[src/gpm_defs.svh]
// Offsets, reset values and field positions of the port and pin-mux block.
`ifndef GPM_DEFS_SVH
`define GPM_DEFS_SVH
`define GPM_AW 5
`define GPM_OFF_D_PULL 5'h00
`define GPM_OFF_D_DATA 5'h01
`define GPM_OFF_D_DIR 5'h02
`define GPM_OFF_D_PEREN 5'h03
`define GPM_OFF_D_IASSERT 5'h04
`define GPM_OFF_D_IEN 5'h05
`define GPM_OFF_D_IPOL 5'h06
`define GPM_OFF_D_IPEND 5'h07
`define GPM_OFF_D_IEDGE 5'h08
`define GPM_OFF_D_PPMODE 5'h09
`define GPM_OFF_D_RAW 5'h0a
`define GPM_OFF_D_DRIVE 5'h0b
`define GPM_OFF_PINSEL 5'h10
`define GPM_OFF_A_DATA 5'h11
`define GPM_OFF_A_DIR 5'h12
`define GPM_OFF_A_PEREN 5'h13
`define GPM_OFF_B_DATA 5'h14
`define GPM_OFF_B_DIR 5'h15
`define GPM_OFF_B_PEREN 5'h16
`define GPM_OFF_C_DATA 5'h17
`define GPM_OFF_C_DIR 5'h18
`define GPM_OFF_C_PEREN 5'h19
`define GPM_OFF_A_RAW 5'h1a
`define GPM_OFF_B_RAW 5'h1b
`define GPM_OFF_C_RAW 5'h1c
`define GPM_RST_D_ONES 4'hf
`define GPM_RST_D_ZERO 4'h0
`define GPM_RST_A_PEREN 8'h80
`define GPM_RST_B_PEREN 8'h00
`define GPM_RST_C_PEREN 8'hff
`define GPM_RST_ZERO8 8'h00
`define GPM_RST_PINSEL 8'h00
`define GPM_A_PINS_MASK 8'hff
`define GPM_B_PINSEL_BIT0 0
`define GPM_B_PINSEL_BIT1 1
`define GPM_B_PINSEL_BIT2 2
`define GPM_B_PINSEL_BIT3 3
`define GPM_B_PINSEL_BIT4 4
`define GPM_B_PINSEL_BIT5 5
`define GPM_B_PINSEL_BIT6 6
`define GPM_B_PINSEL_BIT7 7
`endif

[src/gpm_pkg.sv]
// Types shared by the port and pin-mux block.
package gpm_pkg;
  typedef logic [15:0] gpm_word_t;
  typedef logic [7:0] gpm_port8_t;
  typedef logic [3:0] gpm_port4_t;
endpackage

[src/gpm_pin_if.sv]
// Per-port bundle between the port logic and the pin-mux wiring.
`timescale 1ns/100ps
interface gpm_pin_if;
  logic [7:0] gp_out; // GPIO output data
  logic [7:0] gp_dir; // GPIO direction, 1 = output
  logic [7:0] per_en; // Peripheral owns the pin
  logic [7:0] raw_in; // Synchronised pin level
  modport port (output gp_out, output gp_dir, output per_en, input raw_in);
  modport pins (input gp_out, input gp_dir, input per_en, output raw_in);
endinterface

[src/gpm_pin_sync.sv]
// Two-flop synchroniser for a group of port pins.
`timescale 1ns/100ps
module gpm_pin_sync
  import gpm_pkg::*;
(
  input wire logic mclk,
  input wire logic rst,
  input wire logic [7:0] pin_in,
  output logic [7:0] pin_sync
);
  // ----------------------------------------
  // Sync stages
  // ----------------------------------------
  logic [7:0] meta_r; // First stage, read only by second
  // Pins are asynchronous to mclk
  always_ff @(posedge mclk) begin
    if (rst) begin
      meta_r <= 8'h00;
      pin_sync <= 8'h00;
    end else begin
      meta_r <= pin_in;
      pin_sync <= meta_r;
    end
  end
endmodule

[src/gpm_top.sv]
// Four GPIO ports with chip pin-select muxing and port D register file.
//
// Contract
// RULE1 - Four ports: A six, B/C eight, D four
// RULE2 - B0 GPIO default; pinsel picks SPI clock/SCL
// RULE3 - B1 GPIO default; pinsel picks SS/SDA
// RULE4 - B2,B3 pinsel picks SPI data or timer
// RULE5 - B4 pinsel picks timer0 or clock output
// RULE6 - B5 pinsel picks timer1 or pwm_fault_input_3
// RULE7 - B6 pinsel picks serial receive or SDA
// RULE8 - B6 external clock enabled by PLL control
// RULE9 - B7 pinsel picks serial transmit or SCL
// RULE10 - A3, A6 exist unbonded, default GPIO
// RULE11 - Reset: A GPIO but A7 reset, C analog, D JTAG
// RULE12 - Port D reset values per register map
//
// Strobed register access was chosen for this implementation.
`timescale 1ns/100ps
`include "gpm_defs.svh"
module gpm_top
  import gpm_pkg::*;
(
  input wire logic mclk,
  input wire logic rst,
  // Register port
  input wire logic [4:0] reg_addr,
  input wire logic [15:0] reg_wdata,
  input wire logic reg_wr,
  input wire logic reg_rd,
  output gpm_word_t reg_rdata,
  // Pins (output enable low while driving)
  input wire logic [7:0] pa_in,
  output gpm_port8_t pa_out,
  output gpm_port8_t pa_oe_n,
  input wire logic [7:0] pb_in,
  output gpm_port8_t pb_out,
  output gpm_port8_t pb_oe_n,
  input wire logic [7:0] pc_in,
  output gpm_port8_t pc_out,
  output gpm_port8_t pc_oe_n,
  output gpm_port8_t pc_analog_sel,
  input wire logic [3:0] pd_in,
  output gpm_port4_t pd_out,
  output gpm_port4_t pd_oe_n,
  output gpm_port4_t pd_pull_en,
  output gpm_port4_t pd_open_drain,
  output gpm_port4_t pd_high_drive,
  output gpm_port4_t pd_irq_pending,
  // Peripheral side of port B
  input wire logic spi_sclk_out,
  input wire logic spi_sclk_oe,
  input wire logic i2c_scl_out_n,
  input wire logic spi_ss_out,
  input wire logic spi_ss_oe,
  input wire logic i2c_sda_out_n,
  input wire logic spi_miso_out,
  input wire logic spi_miso_oe,
  input wire logic spi_mosi_out,
  input wire logic spi_mosi_oe,
  input wire logic timer_channel_0_out,
  input wire logic timer_channel_0_oe,
  input wire logic timer_channel_1_out,
  input wire logic timer_channel_1_oe,
  input wire logic timer_channel_2_out,
  input wire logic timer_channel_2_oe,
  input wire logic timer_channel_3_out,
  input wire logic timer_channel_3_oe,
  input wire logic internal_clock_output,
  input wire logic sci_txd_out,
  input wire logic pll_ext_clk_en,
  output gpm_port8_t pb_periph_in,
  output logic external_clock_input,
  output logic pwm_fault_input_3,
  // Peripheral side of ports A and D
  input wire logic [7:0] pa_periph_out,
  input wire logic [7:0] pa_periph_oe,
  output gpm_port8_t pa_periph_in,
  input wire logic [3:0] jtag_out,
  input wire logic [3:0] jtag_oe,
  output gpm_port4_t jtag_in
);
  // ----------------------------------------
  // Pin synchronisers and port bundles
  // ----------------------------------------
  gpm_pin_if a_if ();
  gpm_pin_if b_if ();
  gpm_pin_if c_if ();
  logic [7:0] d_sync; // Port D raw level, upper bits idle
  gpm_pin_sync u_sync_a (.mclk(mclk), .rst(rst), .pin_in(pa_in), .pin_sync(a_if.raw_in));
  gpm_pin_sync u_sync_b (.mclk(mclk), .rst(rst), .pin_in(pb_in), .pin_sync(b_if.raw_in));
  gpm_pin_sync u_sync_c (.mclk(mclk), .rst(rst), .pin_in(pc_in), .pin_sync(c_if.raw_in));
  gpm_pin_sync u_sync_d (.mclk(mclk), .rst(rst), .pin_in({4'h0, pd_in}), .pin_sync(d_sync));

  // ----------------------------------------
  // Registers
  // ----------------------------------------
  logic [7:0] pinsel_r; // Chip pin-select register, bit n for port B pin n
  logic [7:0] a_data_r, a_dir_r, a_peren_r;
  logic [7:0] b_data_r, b_dir_r, b_peren_r;
  logic [7:0] c_data_r, c_dir_r, c_peren_r;
  logic [3:0] d_pull_r, d_data_r, d_dir_r, d_peren_r; // Port D control
  logic [3:0] d_iassert_r, d_ien_r, d_ipol_r, d_iedge_r;
  logic [3:0] d_ppmode_r, d_drive_r;
  logic [3:0] d_prev_r; // Last sampled port D level for edge detect
  logic [3:0] d_edge_evt; // Active edge seen this cycle

  // Write decode helper, used by every register
  function automatic logic hit(input logic [4:0] a, input logic [4:0] off);
    return a == off;
  endfunction

  // Chip pin-select: only port B carries selectable roles here
  always_ff @(posedge mclk) begin
    if (rst) begin
      pinsel_r <= `GPM_RST_PINSEL;
    end else if (reg_wr && hit(reg_addr, `GPM_OFF_PINSEL)) begin
      pinsel_r <= reg_wdata[7:0];
    end
  end

  // Ports A, B and C control registers
  always_ff @(posedge mclk) begin
    if (rst) begin
      a_data_r <= `GPM_RST_ZERO8;
      a_dir_r <= `GPM_RST_ZERO8;
      a_peren_r <= `GPM_RST_A_PEREN; // see RULE11 (A7 comes up as reset input)
      b_data_r <= `GPM_RST_ZERO8;
      b_dir_r <= `GPM_RST_ZERO8;
      b_peren_r <= `GPM_RST_B_PEREN; // see RULE2 see RULE3 see RULE9 (all B GPIO)
      c_data_r <= `GPM_RST_ZERO8;
      c_dir_r <= `GPM_RST_ZERO8;
      c_peren_r <= `GPM_RST_C_PEREN; // see RULE11 (C comes up analog)
    end else if (reg_wr) begin
      // A3 and A6 stay writable though unbonded, see RULE10
      if (hit(reg_addr, `GPM_OFF_A_DATA)) a_data_r <= reg_wdata[7:0];
      if (hit(reg_addr, `GPM_OFF_A_DIR)) a_dir_r <= reg_wdata[7:0];
      if (hit(reg_addr, `GPM_OFF_A_PEREN)) a_peren_r <= reg_wdata[7:0];
      if (hit(reg_addr, `GPM_OFF_B_DATA)) b_data_r <= reg_wdata[7:0];
      if (hit(reg_addr, `GPM_OFF_B_DIR)) b_dir_r <= reg_wdata[7:0];
      if (hit(reg_addr, `GPM_OFF_B_PEREN)) b_peren_r <= reg_wdata[7:0];
      if (hit(reg_addr, `GPM_OFF_C_DATA)) c_data_r <= reg_wdata[7:0];
      if (hit(reg_addr, `GPM_OFF_C_DIR)) c_dir_r <= reg_wdata[7:0];
      if (hit(reg_addr, `GPM_OFF_C_PEREN)) c_peren_r <= reg_wdata[7:0];
    end
  end

  // Port D control registers, reset per map
  always_ff @(posedge mclk) begin
    if (rst) begin
      d_pull_r <= `GPM_RST_D_ONES; // see RULE12
      d_data_r <= `GPM_RST_D_ZERO;
      d_dir_r <= `GPM_RST_D_ZERO;
      d_peren_r <= `GPM_RST_D_ONES; // see RULE11 see RULE12 (JTAG owns D)
      d_iassert_r <= `GPM_RST_D_ZERO;
      d_ien_r <= `GPM_RST_D_ZERO;
      d_ipol_r <= `GPM_RST_D_ZERO;
      d_ppmode_r <= `GPM_RST_D_ONES; // see RULE12
      d_drive_r <= `GPM_RST_D_ZERO;
    end else if (reg_wr) begin
      if (hit(reg_addr, `GPM_OFF_D_PULL)) d_pull_r <= reg_wdata[3:0];
      if (hit(reg_addr, `GPM_OFF_D_DATA)) d_data_r <= reg_wdata[3:0];
      if (hit(reg_addr, `GPM_OFF_D_DIR)) d_dir_r <= reg_wdata[3:0];
      if (hit(reg_addr, `GPM_OFF_D_PEREN)) d_peren_r <= reg_wdata[3:0];
      if (hit(reg_addr, `GPM_OFF_D_IASSERT)) d_iassert_r <= reg_wdata[3:0];
      if (hit(reg_addr, `GPM_OFF_D_IEN)) d_ien_r <= reg_wdata[3:0];
      if (hit(reg_addr, `GPM_OFF_D_IPOL)) d_ipol_r <= reg_wdata[3:0];
      if (hit(reg_addr, `GPM_OFF_D_PPMODE)) d_ppmode_r <= reg_wdata[3:0];
      if (hit(reg_addr, `GPM_OFF_D_DRIVE)) d_drive_r <= reg_wdata[3:0];
    end
  end

  // ----------------------------------------
  // Port D edge status
  // ----------------------------------------
  // Polarity 0 catches rising edges, 1 catches falling ones
  assign d_edge_evt = d_ien_r & ((d_sync[3:0] & ~d_prev_r & ~d_ipol_r)
                                 | (~d_sync[3:0] & d_prev_r & d_ipol_r));

  // Write one to clear; a new edge in the same cycle wins over the clear
  always_ff @(posedge mclk) begin
    if (rst) begin
      d_prev_r <= `GPM_RST_D_ZERO;
      d_iedge_r <= `GPM_RST_D_ZERO; // see RULE12
    end else begin
      d_prev_r <= d_sync[3:0];
      if (reg_wr && hit(reg_addr, `GPM_OFF_D_IEDGE)) begin
        d_iedge_r <= (d_iedge_r & ~reg_wdata[3:0]) | d_edge_evt;
      end else begin
        d_iedge_r <= d_iedge_r | d_edge_evt;
      end
    end
  end

  // Pending shows edges or software-asserted bits while enabled
  assign pd_irq_pending = (d_iedge_r | d_iassert_r) & d_ien_r;

  // ----------------------------------------
  // Read-back
  // ----------------------------------------
  gpm_word_t rd_nxt; // Read data for the next cycle
  always_comb begin
    rd_nxt = 16'h0000;
    case (reg_addr)
      `GPM_OFF_D_PULL: rd_nxt[3:0] = d_pull_r;
      `GPM_OFF_D_DATA: rd_nxt[3:0] = d_data_r;
      `GPM_OFF_D_DIR: rd_nxt[3:0] = d_dir_r;
      `GPM_OFF_D_PEREN: rd_nxt[3:0] = d_peren_r;
      `GPM_OFF_D_IASSERT: rd_nxt[3:0] = d_iassert_r;
      `GPM_OFF_D_IEN: rd_nxt[3:0] = d_ien_r;
      `GPM_OFF_D_IPOL: rd_nxt[3:0] = d_ipol_r;
      `GPM_OFF_D_IPEND: rd_nxt[3:0] = pd_irq_pending;
      `GPM_OFF_D_IEDGE: rd_nxt[3:0] = d_iedge_r;
      `GPM_OFF_D_PPMODE: rd_nxt[3:0] = d_ppmode_r;
      `GPM_OFF_D_RAW: rd_nxt[3:0] = d_sync[3:0];
      `GPM_OFF_D_DRIVE: rd_nxt[3:0] = d_drive_r;
      `GPM_OFF_PINSEL: rd_nxt[7:0] = pinsel_r;
      `GPM_OFF_A_DATA: rd_nxt[7:0] = a_data_r;
      `GPM_OFF_A_DIR: rd_nxt[7:0] = a_dir_r;
      `GPM_OFF_A_PEREN: rd_nxt[7:0] = a_peren_r;
      `GPM_OFF_B_DATA: rd_nxt[7:0] = b_data_r;
      `GPM_OFF_B_DIR: rd_nxt[7:0] = b_dir_r;
      `GPM_OFF_B_PEREN: rd_nxt[7:0] = b_peren_r;
      `GPM_OFF_C_DATA: rd_nxt[7:0] = c_data_r;
      `GPM_OFF_C_DIR: rd_nxt[7:0] = c_dir_r;
      `GPM_OFF_C_PEREN: rd_nxt[7:0] = c_peren_r;
      `GPM_OFF_A_RAW: rd_nxt[7:0] = a_if.raw_in;
      `GPM_OFF_B_RAW: rd_nxt[7:0] = b_if.raw_in;
      `GPM_OFF_C_RAW: rd_nxt[7:0] = c_if.raw_in;
      default: rd_nxt = 16'h0000; // Unmapped reads as zero
    endcase
  end

  // Read data stands only in the cycle after the strobe
  always_ff @(posedge mclk) begin
    if (rst) begin
      reg_rdata <= 16'h0000;
    end else begin
      reg_rdata <= reg_rd ? rd_nxt : 16'h0000;
    end
  end

  // ----------------------------------------
  // Port bundles
  // ----------------------------------------
  assign a_if.gp_out = a_data_r;
  assign a_if.gp_dir = a_dir_r;
  assign a_if.per_en = a_peren_r;
  assign b_if.gp_out = b_data_r;
  assign b_if.gp_dir = b_dir_r;
  assign b_if.per_en = b_peren_r;
  assign c_if.gp_out = c_data_r;
  assign c_if.gp_dir = c_dir_r;
  assign c_if.per_en = c_peren_r;

  // ----------------------------------------
  // Port B peripheral mux
  // ----------------------------------------
  logic [7:0] b_per_out; // Peripheral drive value per pin
  logic [7:0] b_per_drv; // Peripheral drives the pin
  // Open-drain I2C lines drive only low; their value is held at zero
  always_comb begin
    b_per_out = 8'h00;
    b_per_drv = 8'h00;
    // Pin 0: SPI clock or I2C clock, see RULE2
    b_per_out[0] = pinsel_r[`GPM_B_PINSEL_BIT0] ? 1'b0 : spi_sclk_out;
    b_per_drv[0] = pinsel_r[`GPM_B_PINSEL_BIT0] ? i2c_scl_out_n : spi_sclk_oe;
    // Pin 1: slave select or I2C data, see RULE3
    b_per_out[1] = pinsel_r[`GPM_B_PINSEL_BIT1] ? 1'b0 : spi_ss_out;
    b_per_drv[1] = pinsel_r[`GPM_B_PINSEL_BIT1] ? i2c_sda_out_n : spi_ss_oe;
    // Pins 2 and 3: SPI data or timers 2 and 3, see RULE4
    b_per_out[2] = pinsel_r[`GPM_B_PINSEL_BIT2] ? timer_channel_2_out : spi_miso_out;
    b_per_drv[2] = pinsel_r[`GPM_B_PINSEL_BIT2] ? timer_channel_2_oe : spi_miso_oe;
    b_per_out[3] = pinsel_r[`GPM_B_PINSEL_BIT3] ? timer_channel_3_out : spi_mosi_out;
    b_per_drv[3] = pinsel_r[`GPM_B_PINSEL_BIT3] ? timer_channel_3_oe : spi_mosi_oe;
    // Pin 4: timer 0 or clock output, see RULE5
    b_per_out[4] = pinsel_r[`GPM_B_PINSEL_BIT4] ? internal_clock_output : timer_channel_0_out;
    b_per_drv[4] = pinsel_r[`GPM_B_PINSEL_BIT4] ? 1'b1 : timer_channel_0_oe;
    // Pin 5: timer 1 or fault input (input only), see RULE6
    b_per_out[5] = pinsel_r[`GPM_B_PINSEL_BIT5] ? 1'b0 : timer_channel_1_out;
    b_per_drv[5] = pinsel_r[`GPM_B_PINSEL_BIT5] ? 1'b0 : timer_channel_1_oe;
    // Pin 6: serial receive (input) or I2C data, see RULE7
    b_per_out[6] = 1'b0;
    b_per_drv[6] = pinsel_r[`GPM_B_PINSEL_BIT6] ? i2c_sda_out_n : 1'b0;
    // Pin 7: serial transmit or I2C clock, see RULE9
    b_per_out[7] = pinsel_r[`GPM_B_PINSEL_BIT7] ? 1'b0 : sci_txd_out;
    b_per_drv[7] = pinsel_r[`GPM_B_PINSEL_BIT7] ? i2c_scl_out_n : 1'b1;
  end

  // External clock taps pin 6 only when the PLL control enables it; see RULE8
  assign external_clock_input = pll_ext_clk_en & b_if.raw_in[6];
  assign pwm_fault_input_3 = b_if.per_en[5] & pinsel_r[`GPM_B_PINSEL_BIT5]
                             & b_if.raw_in[5]; // see RULE6
  assign pb_periph_in = b_if.raw_in & b_if.per_en;

  // ----------------------------------------
  // Pad outputs, enable low while driving
  // ----------------------------------------
  // Six A pins are bonded; A3/A6 logic still runs, see RULE1 see RULE10
  always_ff @(posedge mclk) begin
    if (rst) begin
      pa_out <= 8'h00;
      pa_oe_n <= 8'hff;
      pb_out <= 8'h00;
      pb_oe_n <= 8'hff;
      pc_out <= 8'h00;
      pc_oe_n <= 8'hff;
      pd_out <= 4'h0;
      pd_oe_n <= 4'hf;
    end else begin
      pa_out <= `GPM_A_PINS_MASK & ((a_if.per_en & pa_periph_out) | (~a_if.per_en & a_if.gp_out));
      pa_oe_n <= ~((a_if.per_en & pa_periph_oe) | (~a_if.per_en & a_if.gp_dir));
      pb_out <= (b_if.per_en & b_per_out) | (~b_if.per_en & b_if.gp_out); // see RULE2
      pb_oe_n <= ~((b_if.per_en & b_per_drv) | (~b_if.per_en & b_if.gp_dir));
      pc_out <= ~c_if.per_en & c_if.gp_out;
      pc_oe_n <= ~(~c_if.per_en & c_if.gp_dir); // see RULE11
      pd_out <= (d_peren_r & jtag_out) | (~d_peren_r & d_data_r);
      // Open-drain GPIO output drives only low
      pd_oe_n <= ~((d_peren_r & jtag_oe)
                   | (~d_peren_r & d_dir_r & (d_ppmode_r | ~d_data_r)));
    end
  end

  assign pc_analog_sel = c_if.per_en;
  assign pa_periph_in = a_if.raw_in & a_if.per_en;
  assign jtag_in = d_sync[3:0] & d_peren_r;
  assign pd_pull_en = d_pull_r;
  assign pd_open_drain = ~d_ppmode_r;
  assign pd_high_drive = d_drive_r;

  // ----------------------------------------
  // Checks
  // ----------------------------------------
  AST_B_GPIO_AFTER_RESET: assert property (@(posedge mclk) // see RULE2
    $fell(rst) |-> b_peren_r == `GPM_RST_B_PEREN)
    else $error("port B not GPIO after reset");
  AST_A7_RESET_ROLE: assert property (@(posedge mclk) // see RULE11
    $fell(rst) |-> a_peren_r == `GPM_RST_A_PEREN)
    else $error("port A reset roles wrong");
  AST_D_RESET_VALS: assert property (@(posedge mclk) // see RULE12
    $fell(rst) |-> d_pull_r == `GPM_RST_D_ONES && d_peren_r == `GPM_RST_D_ONES
                   && d_ppmode_r == `GPM_RST_D_ONES)
    else $error("port D reset values wrong");
  AST_EXTCLK_GATE: assert property (@(posedge mclk) disable iff (rst) // see RULE8
    !pll_ext_clk_en |-> !external_clock_input)
    else $error("external clock passed while disabled");
  AST_B4_CLKOUT: assert property (@(posedge mclk) disable iff (rst) // see RULE5
    b_peren_r[4] && pinsel_r[`GPM_B_PINSEL_BIT4]
    |=> pb_out[4] == $past(internal_clock_output))
    else $error("clock output not routed");
  AST_B2_TIMER: assert property (@(posedge mclk) disable iff (rst) // see RULE4
    b_peren_r[2] && pinsel_r[`GPM_B_PINSEL_BIT2]
    |=> pb_out[2] == $past(timer_channel_2_out))
    else $error("timer 2 not routed");
  AST_B7_TXD: assert property (@(posedge mclk) disable iff (rst) // see RULE9
    b_peren_r[7] && !pinsel_r[`GPM_B_PINSEL_BIT7]
    |=> !pb_oe_n[7] && pb_out[7] == $past(sci_txd_out))
    else $error("serial transmit not routed");
  AST_B6_RX_INPUT: assert property (@(posedge mclk) disable iff (rst) // see RULE7
    b_peren_r[6] && !pinsel_r[`GPM_B_PINSEL_BIT6] |=> pb_oe_n[6])
    else $error("serial receive pin driven");
  AST_EDGE_STICKY: assert property (@(posedge mclk) disable iff (rst) // see RULE12
    d_edge_evt != 4'h0 |=> (d_iedge_r & $past(d_edge_evt)) == $past(d_edge_evt))
    else $error("edge event lost");
endmodule

[config.mk]
export PLATFORM = sky130hd
export DESIGN_NAME = gpm_top
export DESIGN_NICKNAME = d
export VERILOG_FILES = /design/src/gpm_pkg.sv /design/src/gpm_pin_if.sv /design/src/gpm_pin_sync.sv /design/src/gpm_top.sv
export VERILOG_INCLUDE_DIRS = /design/src
export SDC_FILE = /design/constraint.sdc
export NUM_CORES = 1
export LEC_CHECK = 0
export BUFFER_PORTS_ARGS = -buffer_cell sky130_fd_sc_hd__buf_4
export CAP_MARGIN = 20
export CORE_MARGIN = 2
export CORE_UTILIZATION = 45
export CTS_CLUSTER_SIZE = 30
export DETAILED_ROUTE_END_ITERATION = 8
export GPL_ROUTABILITY_DRIVEN = 1
export PLACE_DENSITY_LB_ADDON = 0.2
export SYNTH_ARGS = -nofsm -noshare
export SYNTH_HDL_FRONTEND = slang
export SYNTH_SLANG_ARGS = --single-unit
[constraint.sdc]
create_clock -name mclk -period 1.6 [get_ports mclk]
set_clock_uncertainty 0.05 [all_clocks]
set_input_delay 0.16 -clock mclk [delete_from_list [all_inputs] [get_ports mclk]]
set_output_delay 0.16 -clock mclk [all_outputs]
set_load 0.01 [all_outputs]
Word-level counts from Yosys, hierarchy flattened
Cells that the tools add are included.
W data, S select, Z words.
{"block": "totals", "reg_bits": 252, "inputBits": 98, "out_inout_bits": 118, "wordCells": 157}
{"block": "op_classes", "n_eq_ne": 24, "muxes": 18, "n_bitwise": 54, "n_reduce_logical": 22}
{"op": "$pmux W4 S25", "count": 1}
{"op": "$and A8 B8 Y8", "count": 12}
{"op": "$eq A5 B5 Y1 const B", "count": 13}
{"op": "$and A4 B4 Y4", "count": 13}
{"op": "$pmux W4 S13", "count": 1}
{"op": "$not A8 Y8", "count": 6}
{"op": "$reduce_and A2 Y1", "count": 18}
{"op": "$not A4 Y4", "count": 8}
{"op": "$or A8 B8 Y8", "count": 4}
{"op": "$or A4 B4 Y4", "count": 7}
{"op": "$eq A5 B3 Y1 const B", "count": 4}
{"op": "$eq A5 B4 Y1 const B", "count": 4}
{"op": "$mux W1", "count": 15}
{"op": "$eq A5 B2 Y1 const B", "count": 2}
{"op": "$eq A5 B1 Y1 const B", "count": 1}
{"op": "$logic_not A5 Y1", "count": 1}
{"op": "$mux W4", "count": 1}
{"op": "$and A1 B1 Y1", "count": 3}
{"op": "$logic_and A1 B1 Y1", "count": 2}
{"op": "$reduce_or A2 Y1", "count": 1}
{"op": "$not A1 Y1", "count": 1}

Depth between registers and ports, before layout
Gate-level depths: netlist of run 1.
{"block": "depth", "depth_word": 7, "mapped_depth": 8}

Modules after synthesis
Synthesis of run 1 repeated with hierarchy kept, for this count alone.
{"block": "unflattened", "hier_cells": 1146, "area_unflattened_um2": 10475.0}
{"module": "gpm_top", "instances": 1, "cells_each": 1014, "area_each_um2": 8618.3}
{"module": "gpm_pin_sync", "instances": 4, "cells_each": 33, "area_each_um2": 464.2}

Worst setup path after synthesis of run 1
OpenSTA, ideal clock, no wires.
{"block": "synth_path", "path_type": "input port to flip-flop", "startpoint": "in reg_addr[2]", "endpoint": "reg reg_rdata[5]", "setup_time_ns": 0.131, "arrival_ns": 1.365, "t_required_ns": 1.419, "slack_ns": 0.054, "stages": 5, "n_path_buf": 2, "cell_sequence": "buf_2 > buf_2 > mux4_2 > a221oi_1 > a31oi_1"}
{"block": "synth_via", "elab_chain_len": 2, "elab_cells_between_ends": 14, "classes_between": "eq/ne: 13; mux: 1"}
{"element": "from (decl)", "line": "gpm_top.sv:26", "text": "input wire logic [4:0] reg_addr,"}
{"element": "$eq A5 B5 Y1", "line": "gpm_top.sv:203", "text": "case (reg_addr)"}
{"element": "$pmux W4 S13 (*)", "line": "gpm_top.sv:203"}
{"element": "to (signal assigned)", "line": "gpm_top.sv:238", "text": "reg_rdata <= reg_rd ? rd_nxt : 16'h0000;"}
{"element": "to (decl)", "line": "gpm_top.sv:30", "text": "output gpm_word_t reg_rdata,"}
Every way passes the cells marked *; elsewhere a longest branch is shown, timed or not.
A chain may end at the register's enable or synchronous reset.

Worst setup path after layout of run 1
{"block": "layout_path", "startpoint": "reg a_peren_r[0], in the netlist a_if.per_en[0]", "endpoint": "out pa_periph_in[0]"}
{"block": "layout_via", "elab_chain_len": 1}
{"element": "from (decl)", "line": "gpm_top.sv:98", "text": "logic [7:0] a_data_r, a_dir_r, a_peren_r;"}
{"element": "from (signal assigned)", "line": "gpm_top.sv:126", "text": "a_peren_r <= `GPM_RST_A_PEREN;"}
{"element": "from (signal assigned)", "line": "gpm_top.sv:137", "text": "if (hit(reg_addr, `GPM_OFF_A_PEREN)) a_peren_r <= reg_wdata[7:0];"}
{"element": "$and A8 B8 Y8", "line": "gpm_top.sv:324", "text": "assign pa_periph_in = a_if.raw_in & a_if.per_en;"}
{"element": "to (decl)", "line": "gpm_top.sv:77", "text": "output gpm_port8_t pa_periph_in,"}
No other way between the ends.

==> results of run 1 <==
[routing by layer]
metal  up-vias  GRT usage, %  routed length [um]
li1       4521             -                   -
met1      4554         43.56               16690
met2       433         47.06               16260
met3        53         5.585                2831
met4         0         8.333                 877
met5         -             0                   0
[final timing paths]
check        depth (start not counted)                               to
max                                  2                  pa_periph_in[0]
min                                  3            pb_oe_n[2]$_SDFF_PP1_
max reg2reg                          6          reg_rdata[1]$_SDFF_PP0_
min reg2reg                          1  u_sync_c.pin_sync[5]$_SDFF_PP0_
[where the power goes]
part / total (W) / internal [W] / switching [W]
Sequential: 0.00627 / 0.00619 / 0.0000764
Combinational: 0.00125 / 0.000626 / 0.000628
Clock: 0.00538 / 0.00308 / 0.00230
Total: 0.0129 / 0.00990 / 0.00300
[synthesized netlist by cell type (21+ instances only)]
library cell | instances | share of area [%]
nand2_1 | 111 | 4.2
a211o_1 | 23 | 2.0
nor2_1 | 94 | 3.5
o21ai_0 | 29 | 1.5
dfxtp_1 | 244 | 49
clkbuf_1 | 46 | 1.7
nor2b_1 | 78 | 4.9
mux2i_1 | 74 | 7.4
nand3_1 | 70 | 3.5
and2_1 | 31 | 1.9
a21oi_1 | 74 | 3.7
buf_2 | 21 | 1.1
[cell type report]
| type | instances | share of cell area (%) |
|---|---|---|
| repair buffers | 406 | 23.72 |
| clock inverters | 4 | 0.1599 |
| inverters | 11 | 0.2932 |
| multi-input cells | 771 | 33.47 |
| diodes | 1 | 0.01777 |
| clock buffers | 37 | 5.118 |
| flip-flops and latches | 244 | 34.73 |
| well taps | 280 | 2.488 |
[worst min-delay path, cell delays in order]
cell and delay (ps):
buf_4 110, mux2i_1 140, a211o_1 140
[metrics by stage]
stage	setup WS [ps]	cell area, um2	hold WS (ps)	setup TNS (ps)
after floorplan	53.57	10020	221.0	0
final	43.66	14080	11.85	0
after detailed placement	-439.9	12550	325.4	-13600
after global placement	-439.3	12550	319.9	-12570
after CTS	1.677	14040	3.256	0
after global routing	7.092	14080	13.68	0
[timing repair]
item,CTS,global route
setup endpoints to repair,3,8
hold buffers,74,0
hold endpoints to repair,110,0
resized for setup,3,11
[cells by family after synthesis]
logic type      after synthesis  synth area share (%)
simple gates                470                 24.00
flops                       244                 48.89
compound gates              209                 13.82
buf+inv                     101                 4.596
mux                          84                 8.653
other cells                   1               0.03753
==> metrics.csv, run 1 <==
metric,value,unit
first_global_vias,9274,
grt_max_degree,91,
cp_max_fo,5,
hp-class,in2reg,
die_h,153.0,um
path_cells,and2_1 > buf_4,
dr.first_iter.drc_count,785,
postRouteAntennaNets,0,
place_inst,1638,
portBuffers,199,
start_util,45.79,%
clk_latency,520,ps
yosysWarnings,0,
ir_drop,1.005,mV
row_count,54,
max_stage_delay,520,ps
ys_types,64,
netlist_area,9992,um2
cts_tree,built,
dr.pass1.iters,6,
drive_gt1_share,27.49,%
cp_slowest_cell,dfxtp_1,
final_hold_viol_count,0,
overflow,0,
crit_buf_inv,1,
grt_pass1_wl,55350,um
yosysSeqAreaShare,48.89,%
clock-sinks,244,
drc,0,
async_reset_ff_share,0,%
worst_pin_slew,655.0,ps
rsz0062_at_grt,no,
synth-seq-cells,244,
finalSetupViolCount,0,
cp_top_family,flip-flops,
wl_per_cell,20.90,um
worstHoldStart,spi_miso_oe,
synth_area_per_cell,9.010,um2
setup.worst_path.end_class,output pin,
period_share,97.27,%
crit_path_start_kind,flop,
synthFlopType,dfxtp_1,
gr-usage-all-layers,30.38,%
cts_setup_buffers,0,
reg2reg_from,a_data_r[1]$_SDFFE_PP0P_,
outcome,"finished, final reports clean",
antenna_found_initial,2,
cp.required,1390,ps
timing.fmax,642.5,MHz
numCtsBuffers,25,
die_area,23410,um2
ios,216,
fin_cells,1754,
clockRootBuffer,clkbuf_16,
synth_edf_count,0,
finalCriticalPeriod,1556,ps
final_cell_mix,"322 x buf_4, 239 x dfxtp_1, 111 x nand2_1, 94 x nor2_1, 78 x nor2b_1",
vias,9561,
totalPowerFinal,0.01290,W
syn_inst,1109,
multi_input_area,4713,um2
vias_per_cell,5.451,
pwr_density_cell,916.1,nW/um2
rrSetupSlack,60,ps
worst-setup-path-type,reg2out,
nFillCells,1802,
hpwlAfterDp,26820,um
crit_start,a_if.per_en[0]$_SDFFE_PP0P_,
cp_data_arrival_time,1350,ps
clk_pin_slew,60,ps
die_w,153.0,um
htree_levels,1,
area_growth,40.93,%
final_core_util,64.53,%
nets,1557,
final_common_cell,buf_4,
wirelength,36660,um
clockBufferDepth,3,
p_leak,5.791,nW
core-area,21820,um2
regArea,4891,um2
gp_congestion,0.9522,
max_cap_viol_count,0,
slew_headroom,56.29,%
final_max_slew_viol_count,0,
(Power assumes the default switching activity.)
==> run 2, diff against run 1 <==
--- a/config.mk
+++ b/config.mk
@@ -13,6 +13,7 @@
 export CTS_CLUSTER_SIZE = 30
 export DETAILED_ROUTE_END_ITERATION = 8
 export GPL_ROUTABILITY_DRIVEN = 1
+export GPL_TIMING_DRIVEN = 0
 export PLACE_DENSITY_LB_ADDON = 0.2
 export SYNTH_ARGS = -nofsm -noshare
 export SYNTH_HDL_FRONTEND = slang
==> run 2 against run 1 <==
Effect of this change: the flow now finishes with violations (setup timing); combinational power about the same; flip-flop and latch count is the same; non-clock buffer count down 55; cell count shrank 3.0%; highest routed layer unchanged; fmax fell by 6.3%; design area fell by 4.2%.
==> metrics.csv, run 2 (synthesis gave the netlist of run 1 again) <==
metric,value,unit
htree_levels,1,
numCtsBuffers,25,
row_count,54,
internal_power,0.01013,W
worst_pin_slew,986.5,ps
cp_slowest_cell,buf_1,
r2r_cells,4,
nFillCells,1914,
wl_met3,3698,um
clk_latency,540,ps
rrSetupSlack,0,ps
rsz0062_at_grt,yes,
place_inst,1590,
p_clk_share,43.9,%
finalSetupViolCount,1,
die_h,153.0,um
worst-setup-path-type,in2reg,
nets,1502,
cts_tree,built,
hp-class,in2reg,
wl_per_cell,24.32,um
path_cells,buf_4 > nor2b_1 > buf_1 > buf_2 > a221oi_1 > o211ai_1 > nand2_1 > a31oi_1,
start_util,45.79,%
pwr_density_cell,992.3,nW/um2
core-area,21820,um2
wirelength,41400,um
ir_drop,0.6360,mV
hold_path_depth,3,
vias_per_cell,5.699,
dr.pass1.iters,5,
cp.required,1980,ps
dr.first_iter.drc_count,955,
cp_data_arrival_time,2040,ps
tns,-61.59,ps
vias,9699,
period_share,103.8,%
worstHoldStart,spi_mosi_oe,
final_common_cell,dfxtp_1,
antenna_found_initial,0,
reg2reg_from,d_ppmode_r[3]$_SDFFE_PP1P_,
drive_gt1_share,23.56,%
crit_path_start_kind,primary input,
antenna_cells,0,
drc,0,
portBuffers,194,
outcome,finished with violations,
hpwlAfterDp,30310,um
r2r_end,reg_rdata[3]$_SDFF_PP0_,
seq_power_share,46.9,%
timing.fmax,601.8,MHz
clockBufferDepth,3,
drt-met1-wl,18030,um
whs,15.56,ps
violations,setup timing,
postRouteAntennaNets,0,
min_to,pb_oe_n[3]$_SDFF_PP1_,
grt_max_degree,15,
ios,216,
setup.worst_path.end_class,flop,
clk_pin_slew,60,ps
cp_max_fo,10,
swShare,24.26,%
final_hold_viol_count,0,
p_leak,5.361,nW
max_cap_viol_count,0,
finalCriticalPeriod,1662,ps
slew_headroom,34.23,%
fin_cells,1702,
first_global_vias,9440,
top_layer,met4,
die_w,153.0,um
area_growth,34.95,%
met2_length,18230,um
dpl_worst_slack,-1003,ps
final_core_util,61.79,%
comb_power_share,9.2,%
clock-sinks,244,
gp_congestion,0.9954,
die_area,23410,um2
grt_pass1_wl,60460,um
gr-usage-all-layers,34.26,%
overflow,0,
max_stage_delay,440,ps
final_cell_mix,"234 x dfxtp_1, 214 x buf_4, 109 x nand2_1, 92 x nor2_1, 76 x nor2b_1",
final_max_slew_viol_count,0,
worst_slack,-61.59,ps
clockRootBuffer,clkbuf_16,
p_switching,0.003245,W
## run 2: cell count changes in the layout (fill, tap and decap cells not counted), moves of 8 or more
| cell | change |
|---|---|
| buf_1 | +9 |
| buf_12 | -8 |
| buf_2 | +14 |
| buf_4 | -108 |
| clkbuf_1 | +39 |
| dlygate4sd3_1 | -10 |
## run 2: repair_timing
action / in CTS / in global routing
pin swaps: 2 / 1
endpoints found under the hold margin: 64 / 0
endpoints found under the setup margin: 77 / 50
setup buffers: 4 / 0
resized for setup: 20 / 34
hold buffers: 64 / 0
## run 2: layer usage
layer  vias to the layer above  track usage, %
met5                         -               0
met4                         0           11.82
met3                        85           5.132
met2                       546           53.06
met1                      4635           48.94
li1                       4433               -
## run 2: metrics by stage
stage,power [W],cell area (um2)
6_report,0.01338,13480
5_1_grt,0.01367,13480
4_1_cts,0.01331,13370
3_5_place_dp,0.007434,11830
3_3_place_gp,0.007432,11830
2_1_floorplan,0.006884,10020
## run 2: power by group through the flow
| stage | combinational (W) | sequential, W | clock, W |
|---|---|---|---|
| floorplan | 0.000509 | 0.00638 | 0 |
| global placement | 0.00103 | 0.00640 | 0 |
| detailed placement | 0.00103 | 0.00640 | 0 |
| CTS | 0.00118 | 0.00627 | 0.00587 |
| global route | 0.00128 | 0.00628 | 0.00611 |
| finish | 0.00122 | 0.00628 | 0.00588 |
## run 2: critical path, delay by kind of cell
family	cells	cell delay [ps]
buf+inv	3	990
compound gates	3	690
simple gates	2	200
## run 2: area by class of cell
| class | count | area (um2) | share of cell area, % |
|---|---|---|---|
| multi-input cells | 771 | 4810 | 35.67 |
| well taps | 280 | 350.3 | 2.598 |
| repair buffers | 262 | 2127 | 15.77 |
| clock inverters | 9 | 101.3 | 0.7516 |
| plain buffers | 89 | 440.4 | 3.266 |
| clock buffers | 36 | 716.9 | 5.317 |
| flip-flops and latches | 244 | 4897 | 36.32 |
| inverters | 11 | 41.29 | 0.3062 |
## run 2: worst max-delay path by stage
stage                      startpoint  depth (start not counted)  slack (ps)                       end
after detailed placement  reg_addr[0]                          8       -1000   reg_rdata[3]$_SDFF_PP0_
after floorplan           reg_addr[2]                          5          50   reg_rdata[5]$_SDFF_PP0_
after global placement    reg_addr[0]                          8        -990   reg_rdata[3]$_SDFF_PP0_
after CTS                 reg_addr[1]                          8         0.2  b_data_r[0]$_SDFFE_PP0P_
final                     reg_addr[0]                          8         -60   reg_rdata[3]$_SDFF_PP0_
after global routing      reg_addr[0]                          8         -40   reg_rdata[3]$_SDFF_PP0_
==> run 3, diff against run 2 <==
--- a/config.mk
+++ b/config.mk
@@ -14,6 +14,7 @@
 export DETAILED_ROUTE_END_ITERATION = 8
 export GPL_ROUTABILITY_DRIVEN = 1
 export GPL_TIMING_DRIVEN = 0
+export HOLD_SLACK_MARGIN = 0.12
 export PLACE_DENSITY_LB_ADDON = 0.2
 export SYNTH_ARGS = -nofsm -noshare
 export SYNTH_HDL_FRONTEND = slang
==> run 3 against run 2 <==
Effect of this change: the run still ends with setup timing left; register-to-register slack about the same; combinational power up 3%; utilization grew 0.74 points; sequential power is essentially flat; clock-buffer cell count unchanged; sequential share of layout area decreased by 0.42 points; clock power barely moved; non-clock buffer count up 16.
==> metrics.csv, run 3 (synthesis gave the netlist of run 1 again) <==
metric,value,unit
outcome,finished with violations,
violations,setup timing,
die_h,153.0,um
antenna_found_initial,0,
crit_path_start_kind,primary input,
dr.pass1.iters,5,
first_global_vias,9571,
slew_headroom,34.61,%
gp_congestion,0.9954,
cp_data_arrival_time,2040,ps
finalSetupViolCount,2,
htree_levels,1,
worst-path-stages,8,
clockRootBuffer,clkbuf_16,
max_cap_viol_count,0,
grt_pass1_wl,61220,um
core-area,21820,um2
ir_drop,0.6336,mV
clockBufferDepth,3,
gr-usage-all-layers,34.66,%
antenna_cells,0,
dr.first_iter.drc_count,994,
hold_path_depth,5,
clk_pin_slew,60,ps
setup.worst_path.end_class,flop,
r2r_cells,4,
drc,0,
final_hold_viol_count,0,
rrSetupSlack,-10,ps
hp-class,in2reg,
finalCriticalPeriod,1670,ps
wirelength,41800,um
row_count,54,
numCtsBuffers,25,
cp_max_fo,10,
wl_per_cell,24.33,um
worst-setup-path-type,in2reg,
pwr_density_cell,981.3,nW/um2
cts_tree,built,
clock-sinks,244,
path_cells,buf_4 > nor2b_1 > buf_1 > buf_2 > a221oi_1 > o211ai_1 > nand2_1 > a31oi_1,
drive_gt1_share,23.37,%
final_common_cell,dfxtp_1,
period_share,104.4,%
nets,1518,
cp.required,1970,ps
max_stage_delay,430,ps
cp_top_family,buffers and inverters,
die_w,153.0,um
final_max_slew_viol_count,0,
final_cell_mix,"233 x dfxtp_1, 214 x buf_4, 109 x nand2_1, 92 x nor2_1, 80 x dlygate4sd3_1",
timing.fmax,598.8,MHz
overflow,0,
wl_met3,3577,um
p_leak,5.428,nW
start_util,45.79,%
met2_length,18580,um
worst_pin_slew,980.9,ps
rsz0062_at_grt,yes,
ios,216,
crit_buf_inv,3,
worst_slack,-69.92,ps
drt-met1-wl,18180,um
clk_latency,540,ps
final_core_util,62.53,%
cp_slowest_cell,buf_1,
portBuffers,194,
grt_max_degree,15,
postRouteAntennaNets,0,
top_layer,met4,
die_area,23410,um2
vias,9724,
vias_per_cell,5.660,
hpwlAfterDp,30310,um
area_growth,36.56,%
totalPowerFinal,0.01339,W
whs,105.2,ps
==> run 3: cell types whose count changed in the layout (fill, tap and decap cells not counted) <==
cell           previous run  this run
buf_1                     9        10
clkbuf_1                 46        45
dfxtp_1                 234       233
dfxtp_2                  10        11
dlygate4sd3_1            64        80
==> run 3: report_power, final <==
| part | internal (W) | switching (W) | leakage, nW |
|---|---|---|---|
| clock network | 0.00343 | 0.00243 | 0.404 |
| logic | 0.000541 | 0.000718 | 3.04 |
| registers | 0.00619 | 0.0000860 | 1.99 |
==> run 3: path summary, 6_finish.rpt <==
path	startpoint	endpoint
worst max-delay path	reg_addr[0]	reg_rdata[3]$_SDFF_PP0_
worst min-delay path	reg_addr[4]	d_iedge_r[2]$_SDFF_PP0_
worst max register to register	d_ppmode_r[3]$_SDFFE_PP1P_	reg_rdata[3]$_SDFF_PP0_
worst min register to register	c_dir_r[4]$_SDFFE_PP0P_	pc_oe_n[4]$_SDFF_PP1_
==> run 3: routing by layer <==
layer / global-route usage [%] / up-vias
met5: 0 / -
met4: 11.82 / 0
met3: 5.302 / 90
met2: 54.20 / 512
met1: 49.08 / 4660
li1: - / 4462
==> run 3: tightest hold or removal path: stages <==
cell     delay (ps)
buf_4           150
nor3b_4         100
nand4_1         100
a22oi_1          60
nor2_1           80
==> run 3: layout make-up <==
type,instances,area (um2)
Sequential cell,244,4898
Timing Repair Buffer,278,2287
Tap cell,280,350.3
Multi-Input combinational cell,771,4810
Fill cell,1891,8178
Buffer,89,440.4
Inverter,11,41.29
Clock inverter,9,101.3
Clock buffer,36,716.9
==> run 3: timing repair <==
action	CTS	global route
endpoints found under the hold margin	92	0
hold buffers	80	0
setup endpoints to repair	77	51
setup buffers	4	0
pin swaps	2	1
resized for setup	20	36
==> run 3: metrics by stage <==
stage | instances | setup slack [ps] | TNS [ps] | area, um2
6_report | 1718 | -69.92 | -84.53 | 13650
5_1_grt | 1718 | -40.80 | -40.80 | 13650
4_1_cts | 1718 | 0.2298 | 0 | 13530
3_5_place_dp | 1590 | -1003 | -72830 | 11830
3_3_place_gp | 1590 | -994.5 | -69100 | 11830
2_1_floorplan | 1116 | 53.57 | 0 | 10020
